## src/logic/frge_pkg.sv

```systemverilog
// Purpose: shared constants for the fault reaction and gate enable block
// Assumes: system clock of 250 MHz, reference clock of 1 MHz
// Notes: reaction codes are the three-bit values written by software
package frge_pkg;

  // clock and reference timing
  localparam int CLK_PERIOD_PS = 4000;
  localparam int REF_PERIOD_NS = 1000;
  localparam int REF_CYCLES = (REF_PERIOD_NS * 1000) / CLK_PERIOD_PS;

  // oscillator window: low limit on a whole period, high on a half
  localparam int OSC_CNT_W = 9;
  localparam logic [8:0] OSC_CNT_MAX = 9'h1FF;
  localparam logic [8:0] LF_MIN_CYCLES = 9'(REF_CYCLES * 4 / 5);
  localparam logic [8:0] HF_MAX_HALF = 9'((REF_CYCLES / 2) * 6 / 5);

  // alarm filter times, one per filter select code
  localparam int FILT_W = 11;
  localparam int FILT0_NS = 1000;
  localparam int FILT1_NS = 2000;
  localparam int FILT2_NS = 4000;
  localparam int FILT3_NS = 8000;
  localparam logic [10:0] FILT0_CYC = 11'((FILT0_NS * 1000) / CLK_PERIOD_PS);
  localparam logic [10:0] FILT1_CYC = 11'((FILT1_NS * 1000) / CLK_PERIOD_PS);
  localparam logic [10:0] FILT2_CYC = 11'((FILT2_NS * 1000) / CLK_PERIOD_PS);
  localparam logic [10:0] FILT3_CYC = 11'((FILT3_NS * 1000) / CLK_PERIOD_PS);

  // short-circuit reaction codes
  localparam logic [2:0] SC_FLAG_ONLY = 3'h0;
  localparam logic [2:0] SC_PHASE_LIVE = 3'h1;
  localparam logic [2:0] SC_PHASE_HOLD = 3'h2;
  localparam logic [2:0] SC_ALL_LIVE = 3'h3;
  localparam logic [2:0] SC_ALL_HOLD = 3'h4;
  localparam logic [2:0] SC_ALL_CP_LIVE = 3'h5;
  localparam logic [2:0] SC_ALL_CP_HOLD = 3'h6;

  // frequency-fault reaction codes; bit 2 switches detection off
  localparam logic [2:0] FR_DIAG_ONLY = 3'h0;
  localparam logic [2:0] FR_GATE_LIVE = 3'h1;
  localparam logic [2:0] FR_GATE_CP_LIVE = 3'h2;
  localparam logic [2:0] FR_ALL_HOLD = 3'h3;
  localparam int FR_OFF_BIT = 2;
  localparam logic [2:0] FR_MODE_RST = 3'h0;

endpackage

```

## src/logic/frge_top.sv

```systemverilog
// Purpose: short-circuit and frequency fault reactions, alarm filtering
//   and the four gate enables of a three-phase pre-driver
// Assumes: comparator and pin inputs are asynchronous to clk_sys;
//   power_good, permits and software controls are on clk_sys
// Notes: no software-reached registers; controls are plain ports
// Notes on behaviour
// - code 001 stops the faulty phase, 011 stops all phases while shorted.
// - code 010 stops the faulty phase, 100 stops all phases.
// - codes 010, 100, 110 hold outputs off and diag low until flag clear.
// - code 101 holds diag low and stops pre-drivers and charge pump.
// - low-frequency check restarts each reference period, flags at rising edge.
// - high-frequency fault flagged when count still high at reference fall.
// - five frequency reaction modes chosen by a three-bit field.
// - new frequency mode applies only once faults and both flags are clear.
// - mode field top bit set disables frequency detection.
// - frequency code 011 holds outputs off and diag low until flag clear.
// - frequency codes 000-010 resume outputs after fault, diag stays low.
// - flag clear restores operation and diag high; refused while fault stays.
// - either alarm low disables every gate enable.
// - both alarms high leaves each gate to its own controls.
// - each alarm passes a digital filter with selectable time.
// - an alarm low enables short-circuit detection.
// - a phase gate needs its own permit, power_good and both alarms; its own short, all-phase short and frequency reactions stop it.
`timescale 1ns/1ps
module frge_top (
  input wire logic clk_sys, // system clock, 250 MHz
  input wire logic rst, // asynchronous reset, active high
  input wire logic alarm_in_a, // alarm pin a, active low
  input wire logic alarm_in_b, // alarm pin b, active low
  input wire logic [1:0] alarm_filter_sel, // alarm filter time select
  input wire logic power_good, // internal supply good, high when ok
  input wire logic gate_permit_u, // u phase permit
  input wire logic gate_permit_v, // v phase permit
  input wire logic gate_permit_w, // w phase permit
  input wire logic gate_permit_r, // relay permit
  input wire logic [2:0] short_detect, // per-phase short comparators {w,v,u}
  input wire logic [2:0] short_fault_reaction, // short reaction code
  input wire logic short_flag_clear, // pulse, clears short flags
  input wire logic ref_clock_1mhz, // 1 MHz reference clock
  input wire logic [2:0] freq_fault_reaction, // frequency reaction code
  input wire logic freq_flag_clear, // pulse, clears frequency flags
  output logic gate_en_u, // u phase gate enable
  output logic gate_en_v, // v phase gate enable
  output logic gate_en_w, // w phase gate enable
  output logic gate_en_r, // relay gate enable
  output logic charge_pump_off, // request to stop the charge pump
  output logic diag_ok_n_out, // diagnostic level, low on any fault
  output logic short_detect_en, // short detection armed
  output logic [2:0] short_flag, // latched short flags {w,v,u}
  output logic low_freq_flag, // latched low-frequency flag
  output logic high_freq_flag, // latched high-frequency flag
  output logic [2:0] freq_mode // reaction mode in force
);

  logic [1:0] alarm_s1_q;
  logic [1:0] alarm_s2_q;
  logic [2:0] short_s1_q;
  logic [2:0] short_s2_q;
  logic ref_s1_q;
  logic ref_s2_q;
  logic ref_s3_q;
  logic [1:0] alarm_filt_q;
  logic [1:0] alarm_settled_q;
  logic [10:0] filt_target;
  logic sc_enable_q;
  logic [2:0] sc_flag_q;
  logic [2:0] sc_live;
  logic [2:0] sc_phase_off;
  logic sc_all_off;
  logic sc_cp_off;
  logic [8:0] osc_cnt_q;
  logic ref_armed_q;
  logic ref_rise;
  logic ref_fall;
  logic lf_active_q;
  logic hf_active_q;
  logic lf_flag_q;
  logic hf_flag_q;
  logic [2:0] freq_mode_q;
  logic fq_live;
  logic fq_flag_any;
  logic fq_gate_off;
  logic fq_cp_off;
  logic [3:0] permit;
  logic [3:0] gate_off;
  logic [3:0] gate_q;
  logic gates_ok;
  logic cp_off_q;
  logic diag_q;

  // pin synchronisers; alarms idle high so nothing looks low at reset
  always_ff @(posedge clk_sys or posedge rst) begin
    if (rst) begin
      alarm_s1_q <= 2'h3;
      alarm_s2_q <= 2'h3;
      short_s1_q <= 3'h0;
      short_s2_q <= 3'h0;
      ref_s1_q <= 1'b0;
      ref_s2_q <= 1'b0;
      ref_s3_q <= 1'b0;
    end else begin
      alarm_s1_q <= {alarm_in_b, alarm_in_a};
      alarm_s2_q <= alarm_s1_q;
      short_s1_q <= short_detect;
      short_s2_q <= short_s1_q;
      ref_s1_q <= ref_clock_1mhz;
      ref_s2_q <= ref_s1_q;
      ref_s3_q <= ref_s2_q;
    end
  end

  // filter time in cycles from the software select
  always_comb begin
    unique case (alarm_filter_sel)
      2'h0: filt_target = frge_pkg::FILT0_CYC;
      2'h1: filt_target = frge_pkg::FILT1_CYC;
      2'h2: filt_target = frge_pkg::FILT2_CYC;
      2'h3: filt_target = frge_pkg::FILT3_CYC;
    endcase
  end

  // one filter per alarm; output starts low so gates stay off
  // until the pin has been seen stable for a full filter time
  for (genvar i = 0; i < 2; i++) begin : g_alarm
    logic [10:0] cnt_q;
    always_ff @(posedge clk_sys or posedge rst) begin
      if (rst) begin
        cnt_q <= 11'h000;
        alarm_filt_q[i] <= 1'b0;
        alarm_settled_q[i] <= 1'b0;
      end else if (alarm_s2_q[i] == alarm_filt_q[i]) begin
        cnt_q <= 11'h000;
        alarm_settled_q[i] <= 1'b1;
      end else if (cnt_q + 11'h001 >= filt_target) begin
        cnt_q <= 11'h000;
        alarm_filt_q[i] <= alarm_s2_q[i];
        alarm_settled_q[i] <= 1'b1;
      end else begin
        cnt_q <= cnt_q + 11'h001;
      end
    end
  end

  // alarm low arms shorts
  // stays armed until reset; a pin still settling does not count
  always_ff @(posedge clk_sys or posedge rst) begin
    if (rst) begin
      sc_enable_q <= 1'b0;
    end else if (|(alarm_settled_q & ~alarm_filt_q)) begin
      sc_enable_q <= 1'b1;
    end
  end

  assign sc_live = sc_enable_q ? short_s2_q : 3'h0;

  // short flags: a new detection wins over a clear in the same cycle,
  // and a flag whose short is still present cannot be cleared
  for (genvar i = 0; i < 3; i++) begin : g_short
    always_ff @(posedge clk_sys or posedge rst) begin
      if (rst) begin
        sc_flag_q[i] <= 1'b0;
      end else if (sc_live[i]) begin
        sc_flag_q[i] <= 1'b1;
      end else if (short_flag_clear) begin
        sc_flag_q[i] <= 1'b0;
      end
    end
    assign sc_phase_off[i] =
      (short_fault_reaction == frge_pkg::SC_PHASE_LIVE && sc_live[i]) ||
      (short_fault_reaction == frge_pkg::SC_PHASE_HOLD && sc_flag_q[i]);
  end

  // all-phase reactions; codes 000 and 111 only flag and pull diag low
  always_comb begin
    sc_all_off = 1'b0;
    sc_cp_off = 1'b0;
    unique case (short_fault_reaction)
      frge_pkg::SC_ALL_LIVE: sc_all_off = |sc_live;
      frge_pkg::SC_ALL_HOLD: sc_all_off = |sc_flag_q;
      frge_pkg::SC_ALL_CP_LIVE: begin
        sc_all_off = |sc_live;
        sc_cp_off = |sc_live;
      end
      frge_pkg::SC_ALL_CP_HOLD: begin
        sc_all_off = |sc_flag_q;
        sc_cp_off = |sc_flag_q;
      end
      default: begin
        sc_all_off = 1'b0;
        sc_cp_off = 1'b0;
      end
    endcase
  end

  assign ref_rise = ref_s2_q & ~ref_s3_q;
  assign ref_fall = ~ref_s2_q & ref_s3_q;

  // restart every period
  // oscillator cycles since the last reference rise; saturates so a
  // stalled reference cannot wrap into a false pass
  always_ff @(posedge clk_sys or posedge rst) begin
    if (rst) begin
      osc_cnt_q <= 9'h000;
      ref_armed_q <= 1'b0;
    end else if (ref_rise) begin
      osc_cnt_q <= 9'h000;
      ref_armed_q <= 1'b1;
    end else if (osc_cnt_q != frge_pkg::OSC_CNT_MAX) begin
      osc_cnt_q <= osc_cnt_q + 9'h001;
    end
  end

  // live fault state, judged at the reference edges
  always_ff @(posedge clk_sys or posedge rst) begin
    if (rst) begin
      lf_active_q <= 1'b0;
      hf_active_q <= 1'b0;
    end else if (freq_mode_q[frge_pkg::FR_OFF_BIT]) begin
      lf_active_q <= 1'b0;
      hf_active_q <= 1'b0;
    end else begin
      if (ref_rise && ref_armed_q) begin
        lf_active_q <= osc_cnt_q < frge_pkg::LF_MIN_CYCLES;
      end
      if (ref_fall && ref_armed_q) begin
        hf_active_q <= osc_cnt_q > frge_pkg::HF_MAX_HALF;
      end
    end
  end

  // clear refused while faulty
  // the fault sets the flag every cycle it lasts, so set beats clear
  always_ff @(posedge clk_sys or posedge rst) begin
    if (rst) begin
      lf_flag_q <= 1'b0;
      hf_flag_q <= 1'b0;
    end else begin
      // a judgment landing on the edge that switches detection off is dropped
      if (lf_active_q && !freq_mode_q[frge_pkg::FR_OFF_BIT]) begin
        lf_flag_q <= 1'b1;
      end else if (freq_flag_clear) begin
        lf_flag_q <= 1'b0;
      end
      if (hf_active_q && !freq_mode_q[frge_pkg::FR_OFF_BIT]) begin
        hf_flag_q <= 1'b1;
      end else if (freq_flag_clear) begin
        hf_flag_q <= 1'b0;
      end
    end
  end

  assign fq_live = lf_active_q | hf_active_q;
  assign fq_flag_any = lf_flag_q | hf_flag_q;

  // mode change deferred
  // a mode swap mid-fault could release held outputs unseen
  always_ff @(posedge clk_sys or posedge rst) begin
    if (rst) begin
      freq_mode_q <= frge_pkg::FR_MODE_RST;
    end else if (!fq_live && !fq_flag_any) begin
      freq_mode_q <= freq_fault_reaction;
    end
  end

  always_comb begin
    fq_gate_off = 1'b0;
    fq_cp_off = 1'b0;
    unique case (freq_mode_q)
      frge_pkg::FR_GATE_LIVE: fq_gate_off = fq_live;
      frge_pkg::FR_GATE_CP_LIVE: begin
        fq_gate_off = fq_live;
        fq_cp_off = fq_live;
      end
      frge_pkg::FR_ALL_HOLD: begin
        fq_gate_off = fq_live | fq_flag_any;
        fq_cp_off = fq_live | fq_flag_any;
      end
      default: begin
        fq_gate_off = 1'b0;
        fq_cp_off = 1'b0;
      end
    endcase
  end

  assign permit = {gate_permit_r, gate_permit_w, gate_permit_v,
    gate_permit_u};
  assign gate_off = {fq_gate_off,
    sc_phase_off | {3{sc_all_off | fq_gate_off}}};
  assign gates_ok = power_good & alarm_filt_q[0] & alarm_filt_q[1];

  always_ff @(posedge clk_sys or posedge rst) begin
    if (rst) begin
      gate_q <= 4'h0;
    end else begin
      gate_q <= {4{gates_ok}} & permit & ~gate_off;
    end
  end

  // charge pump request and diagnostic level
  // diag high after clear
  always_ff @(posedge clk_sys or posedge rst) begin
    if (rst) begin
      cp_off_q <= 1'b0;
      diag_q <= 1'b0;
    end else begin
      cp_off_q <= sc_cp_off | fq_cp_off;
      diag_q <= ~(|sc_flag_q | fq_flag_any);
    end
  end

  assign gate_en_u = gate_q[0];
  assign gate_en_v = gate_q[1];
  assign gate_en_w = gate_q[2];
  assign gate_en_r = gate_q[3];
  assign charge_pump_off = cp_off_q;
  assign diag_ok_n_out = diag_q;
  assign short_detect_en = sc_enable_q;
  assign short_flag = sc_flag_q;
  assign low_freq_flag = lf_flag_q;
  assign high_freq_flag = hf_flag_q;
  assign freq_mode = freq_mode_q;

endmodule

```

## config.mk

```make
export PLATFORM = sky130hd
export DESIGN_NAME = frge_top
export DESIGN_NICKNAME = d
export VERILOG_FILES = /design/src/logic/frge_pkg.sv /design/src/logic/frge_top.sv
export SDC_FILE = /design/constraint.sdc
export NUM_CORES = 1
export LEC_CHECK = 0
export ABC_AREA = 1
export ABC_CLOCK_PERIOD_IN_PS = 3270
export CORE_ASPECT_RATIO = 0.6
export CORE_MARGIN = 4
export CORE_UTILIZATION = 60
export CTS_CLUSTER_DIAMETER = 40
export CTS_CLUSTER_SIZE = 12
export DETAILED_ROUTE_END_ITERATION = 16
export DONT_BUFFER_PORTS = 1
export PLACE_DENSITY = 0.78
export SYNTH_ARGS = -nofsm -noshare
export SYNTH_HDL_FRONTEND = slang
export SYNTH_SLANG_ARGS = --single-unit
```

## constraint.sdc

```tcl
create_clock -name clk_sys -period 3.27 [get_ports clk_sys]
set_input_delay 0.4905 -clock clk_sys [delete_from_list [all_inputs] [get_ports clk_sys]]
set_output_delay 0.4905 -clock clk_sys [all_outputs]
set_load 0.02 [all_outputs]
```

## Word-level counts from Yosys, hierarchy flattened

Index checks and enable logic that the tools add are counted.

- Register bits: 66
- Latch bits: 0
- Memory bits (writable): 0
- ROM bits: 0
- Bits of input ports: 23
- Output and inout port bits: 15
- Word-level logic and storage cells: 133
- Memories kept: 0

- Add/sub/neg operators: 3
- Multipliers: 0
- Div/mod/pow operators: 0
- Magnitude comparators: 4
- Eq/ne operators: 15
- Shift-type cells: 0
- Muxes and demuxes: 27
- Bitwise gates (word level): 21
- Reduce and logical (&&, ||, !) cells: 36

Operator list:

| kind | number |
|---|---|
| 2-to-1 mux 11 bit | 4 |
| case mux 11 bit (4 select lines) | 1 |
| adder 11 x 1 -> 11 bit (second input constant) | 2 |
| >= comparator 11 bit | 2 |
| nonzero test 2 bit | 10 |
| 2-to-1 mux 9 bit | 2 |
| 2-to-1 mux 1 bit | 15 |
| equality test 3 x 2 -> 1 bit (second input constant) | 4 |
| logical AND 1 bit | 11 |
| adder 9 x 1 -> 9 bit (second input constant) | 1 |
| equality test 3 bit (second input constant) | 3 |
| > comparator 9 x 8 -> 1 bit (second input constant) | 1 |
| less-than comparator 9 x 8 -> 1 bit (second input constant) | 1 |
| inequality test 9 bit (second input constant) | 1 |
| AND 4 bit | 2 |
| case mux 1 bit (2 select lines) | 4 |
| OR reduction 2 bit | 4 |
| equality test 3 x 1 -> 1 bit (second input constant) | 2 |
| bitwise OR 1 bit | 6 |
| OR reduction 3 bit | 2 |
| inverter 1 bit | 5 |
| AND 1 bit | 4 |
| equality test 2 bit (second input constant) | 2 |
| inverter 4 bit | 1 |
| other kinds (10) | 16 |

## Depth between registers and ports, before layout

Gate-level depths: netlist of the first run.

- Depth in word-level cells: 7
- Depth in mapped cells: 17
- Gate-level depth less buffers: 17

## Worst setup path after synthesis of the first run

No wires, ideal clock.

- Kind: register to register
- Start: reg g_alarm[0].cnt_q[0]
- End: reg g_alarm[0].cnt_q[4]
- Setup time: 71 ps
- Arrival time: 2386 ps
- Data required time: 3199 ps
- Setup slack: 812 ps
- Cell stages (with the launch flop): 15
- Path buffers: 1
- Period minus slack after synthesis: 2458 ps
- Path through: dfrtp_1 -> ha_1 -> nand3_2 -> nor2_2 -> nand4_1 -> nor2_1 -> xor2_1 -> inv_1 -> ha_1 -> nand2_1 -> inv_1 -> a221oi_1 -> nand3_2 -> buf_6 -> nor2_1

- Cells in the longest elaborated chain, start to end: 4

RTL lines:

| what | line | source |
|---|---|---|
| start, declared | frge_top.sv:125 | `logic [10:0] cnt_q;` |
| start signal, assigned | frge_top.sv:139 | `cnt_q <= cnt_q + 11'h001;` |
| adder 11 x 1 -> 11 bit * | frge_top.sv:134, frge_top.sv:139 |  |
| >= comparator 11 bit | frge_top.sv:134 | `end else if (cnt_q + 11'h001 >= filt_target) begin` |
| 2-to-1 mux 11 bit * | frge_top.sv:134 |  |
| 2-to-1 mux 11 bit * | frge_top.sv:131 | `end else if (alarm_s2_q[i] == alarm_filt_q[i]) begin` |

Mark *: on every way between the ends. The rest lies on a longest branch, timed or not.
A chain may end at the register's enable or synchronous reset.

## Worst setup path after layout of the first run

- Start: reg g_alarm[0].cnt_q[0]
- End: reg g_alarm[0].cnt_q[7]

Same word-level chain as after synthesis.

==> flow_summary.yaml, run 1 <==
clocking:
  ctsLongestPathBuffers: 2
  cts_resized: 0
  cts.reportedPaths.clkPinSlew_ns: 0.08
  clock-sinks: 66
  insertion_delay_ns: 0.33
  holdBufCountCts: 0
  ctsHtreeMaxLevel: 3
  tritoncts: "yes"
  post-cts-setup-buffers: 0
  numCtsBuffers: 9
  clock-root-buffer: "clkbuf_8"
grt:
  globalRouteOverflowTotal: 0
  grt_pass1_wl_um: 10850
  grt_max_degree: 33
  grt_pass1_vias: 2325
  antenna_found_initial: 0
  grt.total_usage_pct: 20.18
finish:
  fillers: 396
  final_util_pct: 68.72
  instances_no_fill: 459
  most-common-layout-cells: "69 x nand2_1, 62 x dfrtp_1, 61 x inv_1"
  final_common_cell: "nand2_1"
  nets: 431
  num_antenna_cells: 0
  area_growth_pct: 8.175
  drive_gt1_share_pct: 8.651
timing:
  period_minus_slack_ns: 2.842
  worst_pin_slew_ns: 0.5902
  drv_slew: 0
  fin_hold_ws_ns: 0.01047
  hold_viol_final: 0
  fmax_ghz: 0.3518
  maxSlewHeadroom_pct: 60.65
  setup_viol: 0
  rsz0062_at_grt: "false"
  finalCritPeriodShare_pct: 86.92
  final.setup.tns_ns: 0
  skew_ns: 0.008263
placed_design:
  post-place-cells: 443
  portBuffers: 0
  dp_hpwl_um: 4704
  place_congestion: 0.8760
synthesis:
  synth_xor_area_share_pct: 3.460
  synth_top_family_by_area: "simple AND/OR/NAND/NOR gates"
  synth_top_cell_by_area: "dfrtp_1"
  ys_seq_area_share_pct: 50.34
  synth_mux_area_share_pct: 0.6844
  yosysWarningCount: 0
  synth_nets: 422
  async_flop_share_pct: 100.0
  synth_edf_count: 0
  synthAdderAreaFrac_pct: 7.605
  synthesis.area_um2: 3291
  synth_compound_area_share_pct: 6.426
  synth_cell_types: 30
  ys_seq_elements: 66
  synth.area.top_cells: "dfrtp_1 47%, nand2_1 7.9%, ha_1 7.6%, inv_1 7.1%, nor2_1 5.9%"
  ys.flop_type: "dfrtp_1"
  syn-mean-instance-area_um2: 8.682
  synthSimpleGateAreaFrac_pct: 23.50
  syn_inst: 379
  synth_top_area_share_pct: 47.15
pwr:
  p_int_mw: 1.330
  irDropWorstVdd_mv: 0.2710
  power_frac_seq_pct: 52.2
  leakage_nw: 1.843
  p_sw_mw: 0.5820
  power.density_nw_per_um2: 537.1
  p_sw_share_pct: 30.44
  power.share.combinational_pct: 11.9
  pwr-share-clk_pct: 35.8
drt:
  dr.first_iter.drc_count: 107
  wl_um: 6045
  drc: 0
  wl_per_cell_um: 13.17
  via_per_inst: 5.277
  drt-pass1-iter-count: 4
  detail-route-antenna-nets: 0
  dr_total_vias: 2422
worst_hold_path:
  hp-class: "in -> async"
floorplanning:
  initial_utilization_pct: 63.53
  die_h_um: 65.37
  dieArea_um2: 6772
  fp-row-count: 20
  die_w_um: 103.6
  core-area_um2: 5180
  io_pins: 38
worst_setup_path:
  start_kind: "register"
  path_max_fanout: 11
  arrival_ns: 3.09
  criticalPathCategory: "reg -> reg"
  critical_path_required_ns: 3.52
  cp-end-kind: "register"
run_status:
  outcome: "complete, no violations"
flow_run:
  timing.max_cap.violations: 0
[area by class of cell]
type	instances	area [µm²]	area share, %
Sequential cell	66	1657	46.54
Multi-Input combinational cell	247	1371	38.52
Inverter	62	232.7	6.538
Clock buffer	9	123.9	3.480
Tap cell	66	82.58	2.320
Clock inverter	7	77.57	2.179
Timing Repair Buffer	2	15.01	0.4218
[power groups by stage]
stage	Clock, mW	Sequential (mW)	Combinational (mW)
6_report	0.685	0.999	0.228
5_1_grt	0.746	1.01	0.274
4_1_cts	0.699	0.999	0.230
3_5_place_dp	0	1.01	0.226
3_3_place_gp	0	1.01	0.217
2_1_floorplan	0	0.994	0.183
[critical path, cell delays in order (launching register included)]
cell      delay, ns
dfrtp_1        0.41
ha_1           0.22
nand3_2        0.12
nor2_2         0.12
nand4_1        0.11
nor2_1         0.13
xor2_1         0.19
inv_1          0.07
ha_1           0.29
nand2_1        0.06
inv_1          0.04
a221oi_1       0.52
nand3_2        0.32
nor2_1         0.17
[state kept, by name, summed over array words and instances (netlist names), 2 cells and up]
signal	flops
gate_q	4
freq_mode	3
short_s2_q	3
short_flag	3
alarm_settled_q	2
osc_cnt_q	9
g_alarm.cnt_q	22
alarm_s1_q	2
alarm_filt_q	2
short_s1_q	3
alarm_s2_q	2
[path summary, 6_finish.rpt]
kind / startpoint / endpoint / slack [ns] / depth (start not counted)
worst min-delay path: rst / g_alarm[0].cnt_q[4]$_DFF_PP0_ / 0.01 / 1
max in group asynchronous: rst / alarm_s2_q[1]$_DFF_PP1_ / 2.52 / 2
min in group clk_sys: alarm_in_b / alarm_s1_q[1]$_DFF_PP1_ / 0.15 / 0
worst max register to register: g_alarm[0].cnt_q[0]$_DFF_PP0_ / g_alarm[0].cnt_q[7]$_DFF_PP0_ / 0.43 / 13
worst min register to register: ref_s1_q$_DFF_PP0_ / ref_s2_q$_DFF_PP0_ / 0.35 / 0
worst max-delay path: g_alarm[0].cnt_q[0]$_DFF_PP0_ / g_alarm[0].cnt_q[7]$_DFF_PP0_ / 0.43 / 13
[metal layers]
metal	track usage (%)	share of wire, %	up-vias
met5	0	0	-
met4	3.980	0.45	0
met3	6.575	5.5	2
met2	28.58	41	57
met1	30.33	53	1126
li1	-	-	1237
[logic make-up after synthesis]
| logic type | Yosys count |
|---|---|
| compound gates | 37 |
| mux | 2 |
| simple gates | 175 |
| xor+xnor | 13 |
| buf+inv | 66 |
| fa+ha+maj | 20 |
| flops | 66 |
[stage by stage]
stage | total power [mW] | setup slack (ns) | area [µm²]
5_1_grt | 2.029 | 0.05478 | 3560
4_1_cts | 1.928 | 0.4308 | 3560
2_1_floorplan | 1.177 | 0.8123 | 3291
6_report | 1.912 | 0.4278 | 3560
3_5_place_dp | 1.240 | 0.4372 | 3358
3_3_place_gp | 1.229 | 0.5939 | 3358
[cell usage after synthesis, types with 3 or more instances]
cell / number
a21oi_1: 11
nand4_1: 9
dfstp_2: 4
nand3_2: 4
xor2_1: 11
nand2_1: 69
nor2_1: 52
o21ai_0: 15
ha_1: 20
dfrtp_1: 62
nor3_1: 9
nor2_2: 3
inv_1: 62
nand3_1: 24
No activity file was read; power rests on OpenSTA's default activity.
==> run 2, diff against run 1 <==
ABC_CLOCK_PERIOD_IN_PS = 2950   (was 3270)
TNS_END_PERCENT = 50   (was default)
clock period = 2.95 ns   (was 3.27 ns; I/O delays follow)
==> run 2 against run 1 <==
Compared with the run above:
- die area is the same
- sequential power grew 11%
- combinational power grew 9.2%
- power grew 16%
- utilization grew 0.72 points
- register-to-register slack lost 0.17 ns
- clock power grew 25%
- clock skew grew 0.00062 ns
- first-iteration DRC count grew 15%
- critical endpoint is now g_alarm[0].cnt_q[8]$_DFF_PP0_
- highest routed layer unchanged
==> flow_summary.yaml, run 2 (synthesis gave the netlist of run 1 again) <==
run_status:
  outcome: "complete, no violations"
placed_design:
  portBuffers: 0
  dp_hpwl_um: 4779
  place_area_um2: 3358
  place_congestion: 0.8443
worst_setup_path:
  path_buf_inv: 2
  criticalPathCategory: "reg -> reg"
  crit_chain: "ha_1, nand3_2, nor2_2, nand4_1, nor2_1, xor2_1, inv_1, ha_1, nand2_1, inv_1, a221oi_2, nand3_4, nor2_1"
  critPathMaxStageDelay_ns: 0.42
  critical_path_required_ns: 3.21
  start_kind: "register"
  crit_cells: 13
  path_max_fanout: 11
  r2r_cells: 13
  arrival_ns: 2.95
  cp-end-kind: "register"
  ff2ff_setup_slack_ns: 0.25
  crit_slowest_cell: "a221oi_2"
  path_delay_family: "simple AND/OR/NAND/NOR gates"
worst_hold_path:
  hp-class: "in -> reg"
  hold_depth: 0
clocking:
  clock-sinks: 66
  holdBufCountCts: 0
  clock-root-buffer: "clkbuf_8"
  tritoncts: "yes"
  ctsHtreeMaxLevel: 3
  numCtsBuffers: 9
  cts.reportedPaths.clkPinSlew_ns: 0.07
  insertion_delay_ns: 0.34
  ctsLongestPathBuffers: 2
pwr:
  irDropWorstVdd_mv: 0.7310
  power_mw: 2.213
  power.density_nw_per_um2: 615.3
  leakage_nw: 1.862
floorplanning:
  core-area_um2: 5180
  dieArea_um2: 6772
  die_w_um: 103.6
  initial_utilization_pct: 63.53
  io_pins: 38
  fp-row-count: 20
  die_h_um: 65.37
timing:
  fmax_ghz: 0.3710
  skew_ns: 0.008881
  rsz0062_at_grt: "false"
  final.setup.tns_ns: 0
  maxSlewHeadroom_pct: 44.90
  drv_slew: 0
  worst_pin_slew_ns: 0.8253
  hold_viol_final: 0
  setup_viol: 0
  period_minus_slack_ns: 2.695
  finalCritPeriodShare_pct: 91.37
drt:
  dr.first_iter.drc_count: 123
  via_per_inst: 5.314
  drt-pass1-iter-count: 4
  dr_total_vias: 2434
  wl_per_cell_um: 13.75
  drc: 0
  wl_um: 6298
  detail-route-antenna-nets: 0
finish:
  most-common-layout-cells: "69 x nand2_1, 62 x dfrtp_1, 61 x inv_1"
  nets: 431
  final_common_cell: "nand2_1"
  fin_area_um2: 3597
  largest_reg_flops: 22
  num_antenna_cells: 0
  drive_gt1_share_pct: 8.673
  top_regs: "g_alarm.cnt_q x22, osc_cnt_q x9, gate_q x4"
  top_register: "g_alarm.cnt_q"
  area_growth_pct: 9.316
grt:
  antenna_found_initial: 0
  grt_pass1_wl_um: 11050
  globalRouteOverflowTotal: 0
  grt.total_usage_pct: 20.39
  grt_max_degree: 41
  grt_pass1_vias: 2340
flow_run:
  timing.max_cap.violations: 0
## run 2: cell count changes in the layout (fill, tap and decap cells not counted)
cell,change
nand3_4,+1
nand3_2,-1
bufinv_16,+1
clkinvlp_4,-1
a221oi_1,-1
clkbuf_8,+2
a221oi_2,+1
clkinv_4,-3
## run 2: metal layers
layer | vias to the layer above | part of all wire [%] | wire length [µm] | global-route usage, %
met1 | 1142 | 51 | 3243 | 30.17
met4 | 0 | 0.22 | 14 | 5.970
met5 | - | 0 | 0 | 0
met2 | 60 | 42 | 2671 | 29.23
li1 | 1230 | - | - | -
met3 | 2 | 5.8 | 368 | 5.790
## run 2: worst reg2reg max path, cell delays in order, from the launching register on
cell and delay [ns]:
dfrtp_1 0.40, ha_1 0.22, nand3_2 0.12, nor2_2 0.11
nand4_1 0.12, nor2_1 0.13, xor2_1 0.19, inv_1 0.07
ha_1 0.31, nand2_1 0.08, inv_1 0.07, a221oi_2 0.42
nand3_4 0.22, nor2_1 0.15
## run 2: metrics by stage
stage               cells  setup WS (ns)  utilization, %  hold WS (ns)
global placement      443         0.2652           64.83        0.3350
finish                458         0.2545           69.44        0.1016
detailed placement    443        0.05290           64.83        0.3347
CTS                   458        0.03641           69.18       0.09098
floorplan             379         0.4923               -        0.3312
global route          458      0.0001446           69.44       0.08620
## run 2: path summary, 6_finish.rpt
kind | from | to
max | g_alarm[0].cnt_q[0]$_DFF_PP0_ | g_alarm[0].cnt_q[8]$_DFF_PP0_
min | alarm_in_b | alarm_s1_q[1]$_DFF_PP1_
max reg2reg | g_alarm[0].cnt_q[0]$_DFF_PP0_ | g_alarm[0].cnt_q[8]$_DFF_PP0_
min reg2reg | ref_s1_q$_DFF_PP0_ | ref_s2_q$_DFF_PP0_
max in group asynchronous | rst | osc_cnt_q[3]$_DFFE_PP0P_
min in group asynchronous | rst | g_alarm[0].cnt_q[9]$_DFF_PP0_
## run 2: final cells by class
class                           instances  area (µm²)
Sequential cell                        66        1657
Clock buffer                           11       151.4
Timing Repair Buffer                    2       15.01
Tap cell                               66       82.58
Multi-Input combinational cell        247        1385
Clock inverter                          4       73.82
Fill cell                             418        1583
Inverter                               62       232.7
## run 2: where the power goes
part	total, mW	leakage (nW)	switching [mW]	internal [mW]
clock network	0.855	0.116	0.336	0.519
registers	1.11	0.836	0.125	0.985
logic	0.249	0.910	0.155	0.0941
## run 2: what timing repair did
action / in CTS / in global routing
endpoints found under the setup margin: 0 / 11
setup buffers: 0 / 0
resized for setup: 0 / 2
